$ cat src/core/cst_pkg.sv
// Function
// RULE_01 - Selector 00 filters statically for 16 us, 01 for 64 us.
// RULE_02 - Selector 10 samples at timer A on-time end, 11 at timer B's.
// RULE_03 - Filter register: input three 5:4, two 3:2, one 1:0; 7:6 read zero.
// RULE_04 - Host assigns the chosen timer to a high-side switch for cyclic filters.
// RULE_05 - On-time code 000 stops the timer with its output low.
// RULE_06 - On-time codes 001..101 give 0.1, 0.3, 1.0, 10 and 20 ms.
// RULE_07 - On-time code 110 stops the timer with output high; 111 reserved.
// RULE_08 - Period codes 000..110 give 10, 20, 50, 100, 200 ms, 1 s, 2 s.
// RULE_09 - Timer register: on-time 6:4, period 2:0, bits 7 and 3 read zero.
// RULE_10 - An assigned timer starts by itself once a running on-time is set.
// RULE_11 - Switch clear in restart state also clears the used timer's settings.
// RULE_12 - Cyclic sensing and cyclic wake run together when both are enabled.
// RULE_13 - Wake control bit 7 enables timer B, bit 6 timer A, as wake source.
// RULE_14 - Switch field 010 follows timer A, 011 follows timer B.
// RULE_15 - Output is on for the on-time at each period start; its end samples.
// RULE_16 - All three registers reset to zero: timers stopped low, 16 us filters.
package cst_pkg;
  // Register map and field layout
  localparam logic [6:0] CST_ADDR_FILTER = 7'h09;
  localparam logic [6:0] CST_ADDR_TMR_A  = 7'h0c;
  localparam logic [6:0] CST_ADDR_TMR_B  = 7'h0d;
  localparam logic [7:0] CST_FILTER_MASK = 8'h3f;
  localparam logic [7:0] CST_TMR_MASK    = 8'h77;
  localparam logic [7:0] CST_RESET_VAL   = 8'h00;
  localparam int         CST_ON_LSB      = 4;
  localparam int         CST_PER_LSB     = 0;
  localparam int         CST_WK_EN_A_BIT = 6;
  localparam int         CST_WK_EN_B_BIT = 7;
  // Encodings
  localparam logic [2:0] CST_ON_OFF_LOW  = 3'h0;
  localparam logic [2:0] CST_ON_OFF_HIGH = 3'h6;
  localparam logic [2:0] CST_HS_TMR_A    = 3'h2;
  localparam logic [2:0] CST_HS_TMR_B    = 3'h3;
  localparam logic [2:0] CST_HS_ON       = 3'h1;
  localparam logic [1:0] CST_FLT_STAT16  = 2'h0;
  localparam logic [1:0] CST_FLT_STAT64  = 2'h1;
  localparam logic [1:0] CST_FLT_CYC_A   = 2'h2;
  // Time base: every timer counts whole microseconds
  localparam int CST_CLK_MHZ    = 200;
  localparam int CST_TICK_US    = 1;
  localparam int CST_TICK_CYC   = CST_TICK_US * CST_CLK_MHZ;
  localparam int CST_FLT_SHORT_US = 16;
  localparam int CST_FLT_LONG_US  = 64;
  localparam int CST_CNT_W      = 21;

  typedef struct packed {
    logic       wr;     // Write strobe
    logic       rd;     // Read strobe
    logic [6:0] addr;   // Register address
    logic [7:0] wdata;  // Write data
  } cst_req_s;

  // On-time in microseconds per code; zero for stopped codes
  function automatic logic [CST_CNT_W-1:0] cst_on_us(input logic [2:0] code);
    case (code)
      3'h1:    cst_on_us = 21'd100;
      3'h2:    cst_on_us = 21'd300;
      3'h3:    cst_on_us = 21'd1000;
      3'h4:    cst_on_us = 21'd10000;
      3'h5:    cst_on_us = 21'd20000;
      default: cst_on_us = 21'd0;
    endcase
  endfunction

  // Period in microseconds per code; reserved code falls back to 10 ms
  function automatic logic [CST_CNT_W-1:0] cst_per_us(input logic [2:0] code);
    case (code)
      3'h1:    cst_per_us = 21'd20000;
      3'h2:    cst_per_us = 21'd50000;
      3'h3:    cst_per_us = 21'd100000;
      3'h4:    cst_per_us = 21'd200000;
      3'h5:    cst_per_us = 21'd1000000;
      3'h6:    cst_per_us = 21'd2000000;
      default: cst_per_us = 21'd10000;
    endcase
  endfunction
endpackage

$ cat src/core/cst_timers.sv
`timescale 1ns/1ps
module cst_timers
  import cst_pkg::*;
#(
  parameter int US_CYCLES = CST_TICK_CYC  // Clock cycles per microsecond tick
) (
  input  wire logic          clk,             // 200 MHz clock
  input  wire logic          sys_rst,         // Power-on / soft reset, sync high
  input  wire cst_req_s      reg_req,         // Register access request
  output logic [7:0]         reg_rdata,       // Read data, one cycle after rd
  input  wire logic [7:0]    wake_ctrl,       // Internal wake control register
  input  wire logic [3:0][2:0] hs_cfg,        // High-side switch config fields
  input  wire logic          restart_state,   // Device is in restart state
  input  wire logic          hs_clear,        // Switch settings cleared pulse
  input  wire logic [2:0]    wake_in,         // wake_input_three..one levels
  output logic [3:0]         high_side_output,// Switch drive levels
  output logic [2:0]         wake_level,      // Filtered wake input levels
  output logic [1:0]         cyclic_wake      // Cyclic wake pulse, B..A
);

  if (US_CYCLES < 1 || US_CYCLES > 255) begin : g_chk
    $error("US_CYCLES out of range");
  end

  typedef struct packed {
    logic [5:0]                  flt_sel;   // Three filter selectors
    logic [1:0][5:0]             tmr_cfg;   // On-time 5:3, period 2:0
    logic [7:0]                  pre;       // Microsecond prescaler
    logic [1:0][CST_CNT_W-1:0]   cnt;       // Timer position in period
    logic [2:0][6:0]             stab;      // Stable-input microseconds
    logic [2:0]                  last_in;
    logic [2:0]                  lvl;
    logic [3:0]                  hs;
    logic [1:0]                  wk;
    logic [7:0]                  rdata;
  } cst_state_s;

  cst_state_s st_q;
  cst_state_s st_d;
  logic       tick;
  logic [1:0] run;
  logic [1:0] tmr_out;
  logic [1:0] on_end;
  logic [1:0] assigned;
  logic [1:0] wake_en;

  assign wake_en = {wake_ctrl[CST_WK_EN_B_BIT], wake_ctrl[CST_WK_EN_A_BIT]}; // [RULE_13]
  assign tick    = (st_q.pre == 8'(US_CYCLES - 1));

  // Timer status decode
  always_comb begin
    for (int t = 0; t < 2; t++) begin
      logic [2:0] on_c;
      on_c = st_q.tmr_cfg[t][5:3];
      assigned[t] = 1'b0;
      for (int h = 0; h < 4; h++) begin
        if (hs_cfg[h] == (t == 0 ? CST_HS_TMR_A : CST_HS_TMR_B)) begin
          assigned[t] = 1'b1;
        end
      end
      // Starts on its own once a running code is set, if assigned to a switch or wake-enabled [RULE_10] [RULE_12]
      run[t] = (cst_on_us(on_c) != '0) && (assigned[t] || wake_en[t]);
      // Stopped codes pin the level [RULE_05] [RULE_07]
      if (on_c == CST_ON_OFF_HIGH) begin
        tmr_out[t] = 1'b1;
      end else begin
        tmr_out[t] = run[t] && (st_q.cnt[t] < cst_on_us(on_c)); // [RULE_15] [RULE_06]
      end
      on_end[t] = run[t] && tick && (st_q.cnt[t] == cst_on_us(on_c) - 21'd1);
    end
  end

  // Next-state logic
  always_comb begin
    st_d = st_q;
    st_d.pre = tick ? 8'h00 : st_q.pre + 8'h01;
    // Register writes keep only defined bits [RULE_03] [RULE_09]
    if (reg_req.wr) begin
      case (reg_req.addr)
        CST_ADDR_FILTER: st_d.flt_sel = reg_req.wdata[5:0];
        CST_ADDR_TMR_A:  st_d.tmr_cfg[0] = {reg_req.wdata[6:4], reg_req.wdata[2:0]};
        CST_ADDR_TMR_B:  st_d.tmr_cfg[1] = {reg_req.wdata[6:4], reg_req.wdata[2:0]};
        default: ;
      endcase
    end
    for (int t = 0; t < 2; t++) begin
      // Clear in restart stops a stale timer misreading switches [RULE_11]
      if (restart_state && hs_clear && assigned[t]) begin
        st_d.tmr_cfg[t] = 6'h00;
      end
      // Counter wraps at the period, on-time sits at its start [RULE_08] [RULE_15]
      if (!run[t]) begin
        st_d.cnt[t] = '0;
      end else if (tick) begin
        if (st_q.cnt[t] >= cst_per_us(st_q.tmr_cfg[t][2:0]) - 21'd1) begin
          st_d.cnt[t] = '0;
        end else begin
          st_d.cnt[t] = st_q.cnt[t] + 21'd1;
        end
      end
      st_d.wk[t] = on_end[t] && wake_en[t]; // [RULE_12] [RULE_13]
    end
    // Wake input filters
    for (int w = 0; w < 3; w++) begin
      logic [1:0] sel;
      sel = st_q.flt_sel[2*w +: 2];
      st_d.last_in[w] = wake_in[w];
      if (wake_in[w] != st_q.last_in[w]) begin
        st_d.stab[w] = 7'h00;
      end else if (tick && st_q.stab[w] != 7'(CST_FLT_LONG_US)) begin
        st_d.stab[w] = st_q.stab[w] + 7'h01;
      end
      case (sel)
        CST_FLT_STAT16: if (st_q.stab[w] >= 7'(CST_FLT_SHORT_US)) st_d.lvl[w] = st_q.last_in[w]; // [RULE_01]
        CST_FLT_STAT64: if (st_q.stab[w] >= 7'(CST_FLT_LONG_US)) st_d.lvl[w] = st_q.last_in[w]; // [RULE_01]
        default: begin
          // Sample only at the chosen timer's on-time end [RULE_02] [RULE_15]
          if (on_end[sel == CST_FLT_CYC_A ? 0 : 1] && st_q.stab[w] >= 7'(CST_FLT_SHORT_US)) begin
            st_d.lvl[w] = st_q.last_in[w];
          end
        end
      endcase
    end
    // Switch routing [RULE_14]
    for (int h = 0; h < 4; h++) begin
      case (hs_cfg[h])
        CST_HS_ON:    st_d.hs[h] = 1'b1;
        CST_HS_TMR_A: st_d.hs[h] = tmr_out[0];
        CST_HS_TMR_B: st_d.hs[h] = tmr_out[1];
        default:      st_d.hs[h] = 1'b0;
      endcase
    end
    // Read path; reserved bits and unmapped addresses read zero [RULE_03] [RULE_09]
    if (reg_req.rd) begin
      case (reg_req.addr)
        CST_ADDR_FILTER: st_d.rdata = {2'b00, st_q.flt_sel};
        CST_ADDR_TMR_A:  st_d.rdata = {1'b0, st_q.tmr_cfg[0][5:3], 1'b0, st_q.tmr_cfg[0][2:0]};
        CST_ADDR_TMR_B:  st_d.rdata = {1'b0, st_q.tmr_cfg[1][5:3], 1'b0, st_q.tmr_cfg[1][2:0]};
        default:         st_d.rdata = 8'h00;
      endcase
    end
  end

  // State register; reset leaves timers stopped and filters at 16 us [RULE_16]
  always_ff @(posedge clk) begin
    if (sys_rst) begin
      st_q <= '0;
    end else begin
      st_q <= st_d;
    end
  end

  assign reg_rdata        = st_q.rdata;
  assign high_side_output = st_q.hs;
  assign wake_level       = st_q.lvl;
  assign cyclic_wake      = st_q.wk;

  a_rsv_filter_read: assert property (@(posedge clk) disable iff (sys_rst) // [RULE_03]
    reg_req.rd && reg_req.addr == CST_ADDR_FILTER |=> reg_rdata[7:6] == 2'b00)
    else $error("filter reserved bits not zero");
  a_tmr_write_mask: assert property (@(posedge clk) disable iff (sys_rst) // [RULE_09]
    reg_req.wr && reg_req.addr == CST_ADDR_TMR_A && !(restart_state && hs_clear)
    |=> st_q.tmr_cfg[0] == {$past(reg_req.wdata[6:4]), $past(reg_req.wdata[2:0])})
    else $error("timer A write not stored");
  a_off_low_out: assert property (@(posedge clk) disable iff (sys_rst) // [RULE_05]
    st_q.tmr_cfg[0][5:3] == CST_ON_OFF_LOW |-> !tmr_out[0] && !on_end[0])
    else $error("stopped timer drives high");
  a_hold_high_out: assert property (@(posedge clk) disable iff (sys_rst) // [RULE_07]
    st_q.tmr_cfg[1][5:3] == CST_ON_OFF_HIGH |-> tmr_out[1] && !run[1] && !on_end[1])
    else $error("held-high timer not high");
  a_hs_route_a: assert property (@(posedge clk) disable iff (sys_rst) // [RULE_14]
    hs_cfg[0] == CST_HS_TMR_A |=> high_side_output[0] == $past(tmr_out[0]))
    else $error("switch does not follow timer A");
  a_restart_clear: assert property (@(posedge clk) disable iff (sys_rst) // [RULE_11]
    restart_state && hs_clear && assigned != 2'b00
    |=> (!$past(assigned[0]) || st_q.tmr_cfg[0] == 6'h00)
        && (!$past(assigned[1]) || st_q.tmr_cfg[1] == 6'h00))
    else $error("restart clear missed");
  a_wake_src_gate: assert property (@(posedge clk) disable iff (sys_rst) // [RULE_13]
    cyclic_wake[0] |-> $past(wake_ctrl[CST_WK_EN_A_BIT]) && $past(on_end[0]))
    else $error("cyclic wake without enable");
  a_period_start: assert property (@(posedge clk) disable iff (sys_rst) // [RULE_15]
    run[0] && st_q.cnt[0] == '0 |-> tmr_out[0])
    else $error("on-time not at period start");
  a_auto_start: assert property (@(posedge clk) disable iff (sys_rst) // [RULE_10]
    run[1] && tick && st_q.cnt[1] == '0 |=> st_q.cnt[1] == 21'd1)
    else $error("timer did not start");
  a_reset_zero: assert property (@(posedge clk) // [RULE_16]
    sys_rst |=> st_q.flt_sel == 6'h00 && st_q.tmr_cfg == '0 && high_side_output == 4'h0)
    else $error("registers not zero after reset");
  a_static_short: assert property (@(posedge clk) disable iff (sys_rst) // [RULE_01]
    st_q.flt_sel[1:0] == CST_FLT_STAT16 && st_q.stab[0] < 7'(CST_FLT_SHORT_US)
    |=> $stable(wake_level[0]))
    else $error("static filter passed short pulse");
endmodule

$ cat config.mk
export PLATFORM = sky130hd
export DESIGN_NAME = cst_timers
export DESIGN_NICKNAME = d
export VERILOG_FILES = /design/src/core/cst_pkg.sv /design/src/core/cst_timers.sv
export SDC_FILE = /design/constraint.sdc
export NUM_CORES = 1
export LEC_CHECK = 0
export BUFFER_PORTS_ARGS = -buffer_cell sky130_fd_sc_hd__buf_2
export CORE_MARGIN = 1.5
export CORE_UTILIZATION = 30
export DETAILED_ROUTE_END_ITERATION = 7
export PLACE_DENSITY = 0.51
export SETUP_SLACK_MARGIN = 0.3
export SYNTH_ARGS = -nofsm -noshare
export SYNTH_HDL_FRONTEND = slang
export SYNTH_SLANG_ARGS = --single-unit
$ cat constraint.sdc
create_clock -name clk -period 8.9 [get_ports clk]
set_input_delay 0.89 -clock clk [delete_from_list [all_inputs] [get_ports clk]]
set_output_delay 0.89 -clock clk [all_outputs]
set_load 0.01 [all_outputs]
==> results.json, run 1 <==
{
  "status": "finished, final reports clean",
  "start_kind": "register",
  "holdCritStartpoint": "st_q[83]$_SDFF_PP0_",
  "finalNetCount": 1134,
  "relSlewSlack_pct": 46.7,
  "place_congestion": 0.821,
  "synth_top_family_by_area": "simple AND/OR/NAND/NOR gates",
  "coreArea_um2": 26800,
  "cp_data_arrival_time_ns": 4.77,
  "leakage_nw": 3.46,
  "yosysTopAreaCell": "dfxtp_1",
  "path_class": "register to register",
  "postCtsResizedCells": 0,
  "routed_wl_um": 20900,
  "synth_top_area_share_pct": 26.5,
  "holdBufCountCts": 0,
  "grt_pass1_vias": 6483,
  "ant_nets": 0,
  "finalCoreUtilization_pct": 33.1,
  "postSynthCellCount": 1007,
  "ys_types": 86,
  "htree_levels": 3,
  "antenna_found_initial": 2,
  "cp_data_required_time_ns": 9.21,
  "grt_start_max_net_pins": 53,
  "die_w_um": 168,
  "regToRegSetupSlack_ns": 4.44,
  "layout_commonest_cell": "nor2_1",
  "numPortBuffers": 52,
  "slew_viol_final": 0,
  "synth_area_um2": 8150,
  "crit_fanout": 18,
  "cts_tree": "done",
  "via_per_inst": 5.07,
  "hpwlAfterDp_um": 15900,
  "yosys-top-cells-area": "dfxtp_1 (27%), ha_1 (12%), nor2_1 (5.1%), xnor2_1 (4.4%), xor2_1 (4.4%)",
  "most-common-layout-cells": "nor2_1 (111), dfxtp_1 (108), nand2_1 (82)",
  "areaGrowthSynthToFinish_pct": 8.97,
  "cts_root_buffer": "clkbuf_16",
  "worstMarginPinSlew_ns": 0.800,
  "rr_startpoint": "st_q[101]$_SDFFE_PP0P_",
  "synth_area_per_cell_um2": 8.09,
  "numCtsBuffers": 9,
  "grt_pass1_wl_um": 34300,
  "yosysSeqAreaShare_pct": 26.5,
  "yosysWarnings": 0,
  "powerDensity_nw_per_um2": 108,
  "vias": 6904,
  "setup_viol": 0,
  "worstHoldPathType": "register to register",
  "cts_sinks": 108,
  "chipHeight_um": 168,
  "grt_util_all_layers_pct": 15.2,
  "rsz0062_at_grt": "no",
  "yosys.area_share.adder_pct": 11.8,
  "drt_iter0_drc": 460,
  "synth_seq_cells": 108,
  "row_count": 60,
  "synth-simple-area-share_pct": 28.9,
  "period_needed_ns": 4.46,
  "startpoint": "st_q[101]$_SDFFE_PP0P_",
  "finalHoldViolations": 0,
  "io_pins": 61,
  "synth_mux_area_share_pct": 4.42,
  "ir_drop_v": 0.0000851,
  "post-cts-setup-buffers": 0,
  "insertion_delay_ns": 0.37,
  "initial_core_util_pct": 30.4,
  "max_freq_mhz": 224,
  "cts.reportedPaths.clkPinSlew_ns": 0.09,
  "endpoint_kind": "register",
  "overflow": 0,
  "synth_edf_count": 0,
  "synthFlopType": "dfxtp_1",
  "drive_gt1_share_pct": 10.7,
  "synth_xor_area_share_pct": 8.81,
  "synth-compound-area-share_pct": 13.2,
  "clockBufferDepth": 2,
  "post_drt_wl_per_cell_um": 15.3,
  "fin_skew_ns": 0.0144,
  "drc": 0,
  "cap_violations": 0,
  "setup_tns_ns": 0,
  "finalCritPeriodShare_pct": 50.1,
  "dieArea_um2": 28200,
  "drtPass1Iterations": 4,
  "num-fill-cells": 2820,
  "async_flop_share_pct": 0
}
==> layout make-up <==
| class | count | area [um^2] | area share, % |
|---|---|---|---|
| diodes | 2 | 5.00 | 0.0564 |
| repair buffers | 57 | 298 | 3.35 |
| multi-input cells | 790 | 5490 | 61.9 |
| clock inverters | 7 | 91.3 | 1.03 |
| flip-flops and latches | 108 | 2160 | 24.4 |
| clock buffers | 9 | 225 | 2.54 |
| inverters | 47 | 176 | 1.99 |
| well taps | 341 | 427 | 4.81 |
==> power breakdown <==
part	internal [mW]	switching, mW
logic	0.0166	0.0254
clock network	0.204	0.226
registers	0.485	0.00202
total	0.706	0.253
==> layer usage <==
layer	up-vias	share of wire (%)	routed length, um	GRT usage [%]
li1	3566	-	-	-
met1	3240	47	9770	19.3
met2	73	48	10100	26.2
met3	25	2.7	557	2.26
met4	0	2.3	486	5.13
met5	-	0	0	0
==> registers in the layout (all words and copies together), names as in the netlist <==
register,count
cyclic_wake,2
high_side_output,4
reg_rdata,7
st_q,92
wake_level,3
==> per-stage QoR <==
stage	std cells	cell area [um^2]	hold slack, ns	setup slack, ns	total power [mW]
2_1_floorplan	1008	8150	0.425	5.41	0.523
3_3_place_gp	1343	8560	0.446	4.46	0.541
3_5_place_dp	1343	8560	0.457	4.45	0.541
4_1_cts	1359	8870	0.470	4.46	0.975
5_1_grt	1359	8870	0.493	4.05	0.995
6_report	1361	8880	0.465	4.44	0.959
==> worst paths after layout <==
check / end / cells after the start
max: wake_level[2]$_SDFFE_PP0P_ / 14
min: st_q[83]$_SDFF_PP0_ / 1
max reg2reg: wake_level[2]$_SDFFE_PP0P_ / 14
min reg2reg: st_q[83]$_SDFF_PP0_ / 1
==> synthesized netlist by cell type (4+ instances only) <==
cell type,instances
o2111ai_1,6
a21o_1,12
nor2_1,111
xor2_1,41
xnor2_1,41
buf_4,17
dfxtp_1,108
buf_2,13
nand4_1,27
nor3b_1,8
mux2i_1,27
o21ai_0,23
a211oi_1,4
or3_1,11
ha_1,77
nand2b_1,31
nand3_1,26
or3b_2,4
and4_1,5
a21oi_1,45
or2_2,4
o211ai_1,5
nand2_1,82
clkbuf_1,29
o21a_1,9
mux2_2,8
and3_1,21
o31ai_1,4
inv_1,46
nor3_1,23
nor4_1,27
a311o_1,4
a22o_1,6
nor2b_1,25
==> worst max-delay path, stage by stage (launching register included) <==
cell and delay [ns]:
dfxtp_1 0.74, inv_1 0.22, ha_1 0.64, nor2b_1 0.10, o21ai_1 0.39, o211ai_1 0.22, ha_1 0.35, xor2_1 0.14
nor4_1 0.32, o2111ai_1 0.17, nor4_1 0.22, and4_4 0.30, nand3_1 0.08, a21oi_1 0.29, mux2i_1 0.21
==> logic make-up after synthesis <==
logic type / after synthesis
AO/OA/AOI/OAI: 156
AND/OR/NAND/NOR: 437
multiplexers: 35
other: 2
adder cells (fa/ha/maj): 77
flip-flops: 108
XOR/XNOR: 82
buffers and inverters: 110
Power figures use the tool's default switching activity.
==> run 2, diff against run 1 <==
- ABC_AREA: not set -> 1
- PLACE_DENSITY: 0.51 -> 0.52
- clock period: 8.9 -> 4 ns (I/O delays scaled with it)
==> run 2 against run 1 <==
The flow now finishes with violations (design-rule violations). Global-route usage up 0.82 points. Sequential share of layout area grew 0.068 points. First-iteration DRC count is 25% higher. Total power grew 120%. Count of clock-buffer cells in the layout unchanged. Clock power increased by 120%. Setup slack got worse by 3.8 ns. Cell count grew 17%.
==> results.json, run 2 <==
{
  "rsz0062_at_grt": "yes",
  "synth_seq_cells": 108,
  "path_class": "register to register",
  "synth_top_area_share_pct": 27.0,
  "r2r_end": "st_q[56]$_SDFFE_PP0P_",
  "holdBufCountCts": 0,
  "ant_nets": 0,
  "violations": "design-rule violations",
  "synth_edf_count": 0,
  "insertion_delay_ns": 0.38,
  "yosys-top-cells-area": "dfxtp_1 (27%), ha_1 (12%), nand2_1 (12%), inv_1 (8.5%), nor2_1 (7.3%)",
  "dieArea_um2": 27600,
  "cap_violations": 0,
  "vias": 7662,
  "status": "finished with violations",
  "grt_start_max_net_pins": 23,
  "areaGrowthSynthToFinish_pct": 11.3,
  "crit_path_max_incr_delay_ns": 0.39,
  "synthFlopType": "dfxtp_1",
  "setup_viol": 0,
  "routed_wl_um": 21800,
  "wl_met3_um": 823,
  "cts.reportedPaths.clkPinSlew_ns": 0.08,
  "cts_sinks": 108,
  "antenna_found_initial": 0,
  "pwr-share-comb_pct": 4.9,
  "cp-endpoint": "st_q[56]$_SDFFE_PP0P_",
  "p_sw_mw": 0.564,
  "endpoint_kind": "register",
  "worstHoldPathType": "input pin to register",
  "largest_reg_flops": 92,
  "regToRegSetupSlack_ns": 0.62,
  "cp_data_required_time_ns": 4.31,
  "layout_commonest_cell": "nand2_1",
  "drive_gt1_share_pct": 9.52,
  "numPortBuffers": 52,
  "slew_viol_final": 0,
  "cts_tree": "done",
  "synth_area_um2": 8000,
  "postSynthCellCount": 1219,
  "grt_util_all_layers_pct": 16.0,
  "crit_fanout": 6,
  "post_drt_wl_per_cell_um": 13.7,
  "fin_skew_ns": 0.0173,
  "setup_tns_ns": 0,
  "max_freq_mhz": 296,
  "leakage_nw": 3.82,
  "synth_most_common_cell": "nand2_1",
  "grt_pass1_vias": 7161,
  "drtPass1Iterations": 8,
  "yosysSeqAreaShare_pct": 27.0,
  "worstMarginPinSlew_ns": 1.11,
  "clockBufferDepth": 2,
  "row_count": 59,
  "period_needed_ns": 3.38,
  "stdcell_count": 1596,
  "swShare_pct": 26.5,
  "routed.top_layer": "met4",
  "ys_top_cells_by_count": "nand2_1 (248), inv_1 (182), nor2_1 (155), dfxtp_1 (108), a21oi_1 (79)",
  "finalCritPeriodShare_pct": 84.6,
  "antennaDiodeCount": 0,
  "design_power_total_mw": 2.13,
  "met1Wirelength_um": 10800,
  "yosysWarnings": 0,
  "p_seq_share_pct": 51.0,
  "finalNetCount": 1377,
  "p_int_mw": 1.56,
  "numCtsBuffers": 9,
  "cp_data_arrival_time_ns": 3.69,
  "via_per_inst": 4.80,
  "synth_area_per_cell_um2": 6.56,
  "largest-register": "st_q",
  "routed-wl-met2_um": 9730,
  "relSlewSlack_pct": 25.3,
  "ys_types": 48,
  "drc": 12,
  "initial_core_util_pct": 30.6,
  "powerDensity_nw_per_um2": 239,
  "finalHoldViolations": 0,
  "ir_drop_v": 0.000170,
  "reg2regPathDepth": 24,
  "most-common-layout-cells": "nand2_1 (247), inv_1 (181), nor2_1 (151)",
  "place_congestion": 0.913,
  "hpwlAfterDp_um": 17400,
  "drt_iter0_drc": 577,
  "dp.cells": 1577,
  "die_w_um": 166,
  "io_pins": 61,
  "chipHeight_um": 166,
  "finalCoreUtilization_pct": 34.1,
  "grt_pass1_wl_um": 35900,
  "cts_root_buffer": "clkbuf_16",
  "clkPwrFrac_pct": 44.2,
  "htree_levels": 3,
  "start_kind": "register",
  "cpMaxStageDelayCell": "dfxtp_4",
  "overflow": 0,
  "coreArea_um2": 26100,
  "path_cells": "inv_1 -> nor2_2 -> inv_1 -> nor2_4 -> nor2_1 -> nand3_1 -> nand2_1 -> inv_1 -> ha_1 -> nand3_1 -> xor2_1 -> ha_1 -> a21oi_1 -> o21ai_0 -> a21oi_1 -> nor2_1 -> o21ai_1 -> nand2_1 -> a21oi_2 -> o41ai_1 -> nand2_1 -> nand3_4 -> buf_4 -> nor2_1",
  "async_flop_share_pct": 0,
  "startpoint": "st_q[93]$_SDFFE_PP0P_",
  "rr_startpoint": "st_q[93]$_SDFFE_PP0P_",
  "yosysTopAreaCell": "dfxtp_1"
}
==> run 2: cell count changes after synthesis, sizes merged, moves of 24 or more <==
cell    delta
nand3     +40
nand2    +174
nand2b    -32
inv      +142
mux2i     -26
nor2      +51
xnor2     -36
nor3      +24
nor2b     -27
o21ai     +28
a21oi     +34
==> run 2: kinds of logic (layout without fill, tap and decap cells) <==
logic type	after synthesis	count (layout)	share of synthesized area (%)
flip-flops	108	108	27.0
AND/OR/NAND/NOR	590	590	32.5
other	2	3	0.0939
buffers and inverters	222	263	11.3
multiplexers	1	1	0.125
XOR/XNOR	40	40	4.38
AO/OA/AOI/OAI	179	179	12.6
adder cells (fa/ha/maj)	77	77	12.1
==> run 2: metal layers <==
metal | track usage [%] | up-vias
met3 | 2.24 | 29
met1 | 21.7 | 3430
met4 | 5.30 | 0
met2 | 26.1 | 153
met5 | 0 | -
li1 | - | 4050
==> run 2: stage by stage <==
stage,hold slack [ns],setup slack (ns),cell area (um^2)
finish,0.269,0.618,8900
global route,0.294,0.316,8900
CTS,0.257,0.411,8810
detailed placement,0.445,0.441,8510
global placement,0.438,0.498,8510
floorplan,0.418,1.05,8000
==> run 2: cell type report <==
class / instances / area, um^2
clock buffer: 9 / 225
clock inverter: 7 / 76.3
fill: 2926 / 17200
inverter: 189 / 711
multi-input combinational: 890 / 4980
sequential: 108 / 2170
tap: 335 / 419
timing repair buffer: 58 / 317
==> run 2: worst min-delay path by stage <==
stage	start	to	slack, ns	cells after the start
2_1_floorplan	st_q[83]$_SDFF_PP0_	st_q[83]$_SDFF_PP0_	0.42	1
4_1_cts	wake_in[2]	st_q[19]$_SDFF_PP0_	0.26	3
3_3_place_gp	st_q[83]$_SDFF_PP0_	st_q[83]$_SDFF_PP0_	0.44	1
6_report	wake_in[2]	st_q[19]$_SDFF_PP0_	0.27	3
3_5_place_dp	st_q[83]$_SDFF_PP0_	st_q[83]$_SDFF_PP0_	0.45	1
5_1_grt	wake_ctrl[7]	cyclic_wake[1]$_SDFF_PP0_	0.29	3
==> run 2: power by group through the flow <==
stage	sequential, mW	clock [mW]	combinational, mW
2_1_floorplan	1.11	0	0.0609
3_3_place_gp	1.11	0	0.102
3_5_place_dp	1.11	0	0.103
4_1_cts	1.08	0.972	0.103
5_1_grt	1.08	1.01	0.119
6_report	1.08	0.939	0.103
==> run 2: timing repair <==
action	CTS	global route
setup endpoints to repair	0	43
setup buffers	0	1
resized for setup	0	27
==> run 2: worst max-delay path: cells and delay by family (launching register included) <==
kind / cells / cell delay (ns)
xor gates and xnor gates: 1 / 0.18
AOI/OAI and AO/OA: 6 / 0.74
adders and majority gates: 2 / 0.48
buffers and inverters: 4 / 0.47
and+or+nand+nor: 11 / 1.05
DFF: 1 / 0.39
==> run 3, diff against run 2 <==
- clock period: 4 -> 3.1 ns (I/O delays scaled with it)
==> run 3 against run 2 <==
Clock skew decreased by 0.0025 ns. Fmax increased by 11%. Hold slack got worse by 0.10 ns. Critical path type unchanged. Combinational power increased by 44%. First-iteration DRC count decreased by 21%. Critical endpoint is now st_q[58]$_SDFFE_PP0P_. The run still ends with design-rule violations left. Sequential share of layout area decreased by 2.3 points.
==> results.json, run 3 (synthesis gave the netlist of run 2 again) <==
{
  "status": "finished with violations",
  "violations": "design-rule violations",
  "die_w_um": 166,
  "fin_skew_ns": 0.0148,
  "ir_drop_v": 0.000296,
  "areaGrowthSynthToFinish_pct": 23.7,
  "finalCoreUtilization_pct": 37.9,
  "clockBufferDepth": 2,
  "routed-wl-met2_um": 10400,
  "num-fill-cells": 2799,
  "path_class": "register to register",
  "row_count": 59,
  "period_needed_ns": 3.05,
  "p_sw_mw": 0.740,
  "rsz0062_at_grt": "yes",
  "crit_fanout": 6,
  "via_per_inst": 4.79,
  "p_seq_share_pct": 50.4,
  "drive_gt1_share_pct": 21.1,
  "antenna_found_initial": 0,
  "slew_viol_final": 0,
  "largest_reg_flops": 92,
  "insertion_delay_ns": 0.37,
  "cts_tree": "done",
  "largest-register": "st_q",
  "routed.top_layer": "met4",
  "postPlaceCellArea_um2": 8830,
  "met1Wirelength_um": 11300,
  "holdBufCountCts": 0,
  "htree_levels": 3,
  "dieArea_um2": 27600,
  "ant_nets": 0,
  "cp_data_arrival_time_ns": 3.35,
  "most-common-layout-cells": "nand2_1 (234), inv_1 (167), nor2_1 (121)",
  "leakage_nw": 4.24,
  "drtPass1Iterations": 7,
  "layout_commonest_cell": "nand2_1",
  "grt_pass1_vias": 7511,
  "finalNetCount": 1440,
  "pwr-share-comb_pct": 5.3,
  "place_congestion": 0.902,
  "cts_root_buffer": "clkbuf_16",
  "numCtsBuffers": 9,
  "coreArea_um2": 26100,
  "post_drt_wl_per_cell_um": 13.9,
  "cp_data_required_time_ns": 3.40,
  "initial_core_util_pct": 30.6,
  "hpwlAfterDp_um": 17900,
  "multiInputGateArea_um2": 5410,
  "endpoint_kind": "register",
  "drc": 5,
  "swShare_pct": 26.7,
  "io_pins": 61,
  "final_cell_area_um2": 9890,
  "cts_sinks": 108,
  "worstMarginPinSlew_ns": 0.634,
  "drt_iter0_drc": 458,
  "cts.reportedPaths.clkPinSlew_ns": 0.09,
  "finalHoldViolations": 0,
  "powerDensity_nw_per_um2": 280,
  "cap_violations": 0,
  "worstHoldPathType": "input pin to register",
  "chipHeight_um": 166,
  "start_kind": "register",
  "vias": 7943,
  "setup_tns_ns": 0,
  "wl_met3_um": 709,
  "clkPwrFrac_pct": 44.3,
  "overflow": 0,
  "grt_start_max_net_pins": 23,
  "p_int_mw": 2.03,
  "finalCritPeriodShare_pct": 98.3,
  "routed_wl_um": 23000,
  "relSlewSlack_pct": 57.3,
  "numPortBuffers": 52,
  "seq_area_um2": 2190,
  "grt_pass1_wl_um": 37000,
  "max_freq_mhz": 328,
  "grt_util_all_layers_pct": 16.5,
  "antennaDiodeCount": 0,
  "setup_viol": 0
}
[run 3: power by group through the flow]
stage                     registers (mW)  logic (mW)  clock network [mW]
after floorplan                     1.43      0.0797                   0
after global placement              1.43       0.136                   0
after detailed placement            1.43       0.137                   0
after CTS                           1.40       0.142                1.28
after global routing                1.40       0.167                1.32
final                               1.40       0.148                1.23
[run 3: repair_timing]
item,CTS,global route
pin swaps,19,41
setup buffers,16,8
endpoints found under the setup margin,44,51
cloned,2,3
resized for setup,56,88
[run 3: metal layers]
metal  vias to the layer above  track usage [%]
li1                       4168                -
met1                      3613             22.3
met2                       127             27.2
met3                        35             2.10
met4                         0             5.45
met5                         -                0
[run 3: worst paths after layout]
check / cells after the start / slack, ns / start / to
hold / removal: 3 / 0.17 / wake_in[2] / st_q[19]$_SDFF_PP0_
setup reg to reg: 24 / 0.05 / st_q[92]$_SDFFE_PP0P_ / st_q[58]$_SDFFE_PP0P_
hold reg to reg: 1 / 0.46 / st_q[83]$_SDFF_PP0_ / st_q[83]$_SDFF_PP0_
setup / recovery: 24 / 0.05 / st_q[92]$_SDFFE_PP0P_ / st_q[58]$_SDFFE_PP0P_
[run 3: metrics by stage]
| step | setup slack (ns) | power (mW) | hold slack (ns) | cells |
|---|---|---|---|---|
| 2_1_floorplan | 0.302 | 1.51 | 0.418 | 1220 |
| 3_3_place_gp | 0.0379 | 1.57 | 0.436 | 1614 |
| 3_5_place_dp | -0.0217 | 1.57 | 0.444 | 1614 |
| 4_1_cts | 0.0503 | 2.82 | 0.160 | 1648 |
| 5_1_grt | -0.255 | 2.89 | 0.184 | 1659 |
| 6_report | 0.0519 | 2.77 | 0.170 | 1659 |
[run 3: layout make-up]
| cell class | instances | area share [%] |
|---|---|---|
| repair buffers | 121 | 8.70 |
| well taps | 335 | 4.24 |
| inverters | 189 | 7.23 |
| multi-input cells | 890 | 54.6 |
| clock inverters | 7 | 0.797 |
| clock buffers | 9 | 2.28 |
| flip-flops and latches | 108 | 22.1 |
[run 3: critical path, stage by stage, from the launching register on]
cell     delay (ns)
dfxtp_4        0.37
inv_2          0.05
nor2_4         0.09
inv_2          0.06
nor2_4         0.09
inv_2          0.05
buf_4          0.13
o21ai_1        0.07
inv_1          0.08
ha_4           0.17
nand3_2        0.07
xor2_1         0.15
ha_1           0.28
a21oi_1        0.12
o21ai_1        0.08
a21oi_1        0.15
nor2_1         0.06
o21ai_1        0.13
nand2_1        0.08
a21oi_2        0.13
o41ai_2        0.08
nand2_1        0.11
nand3_4        0.13
buf_6          0.20
nor2_1         0.08
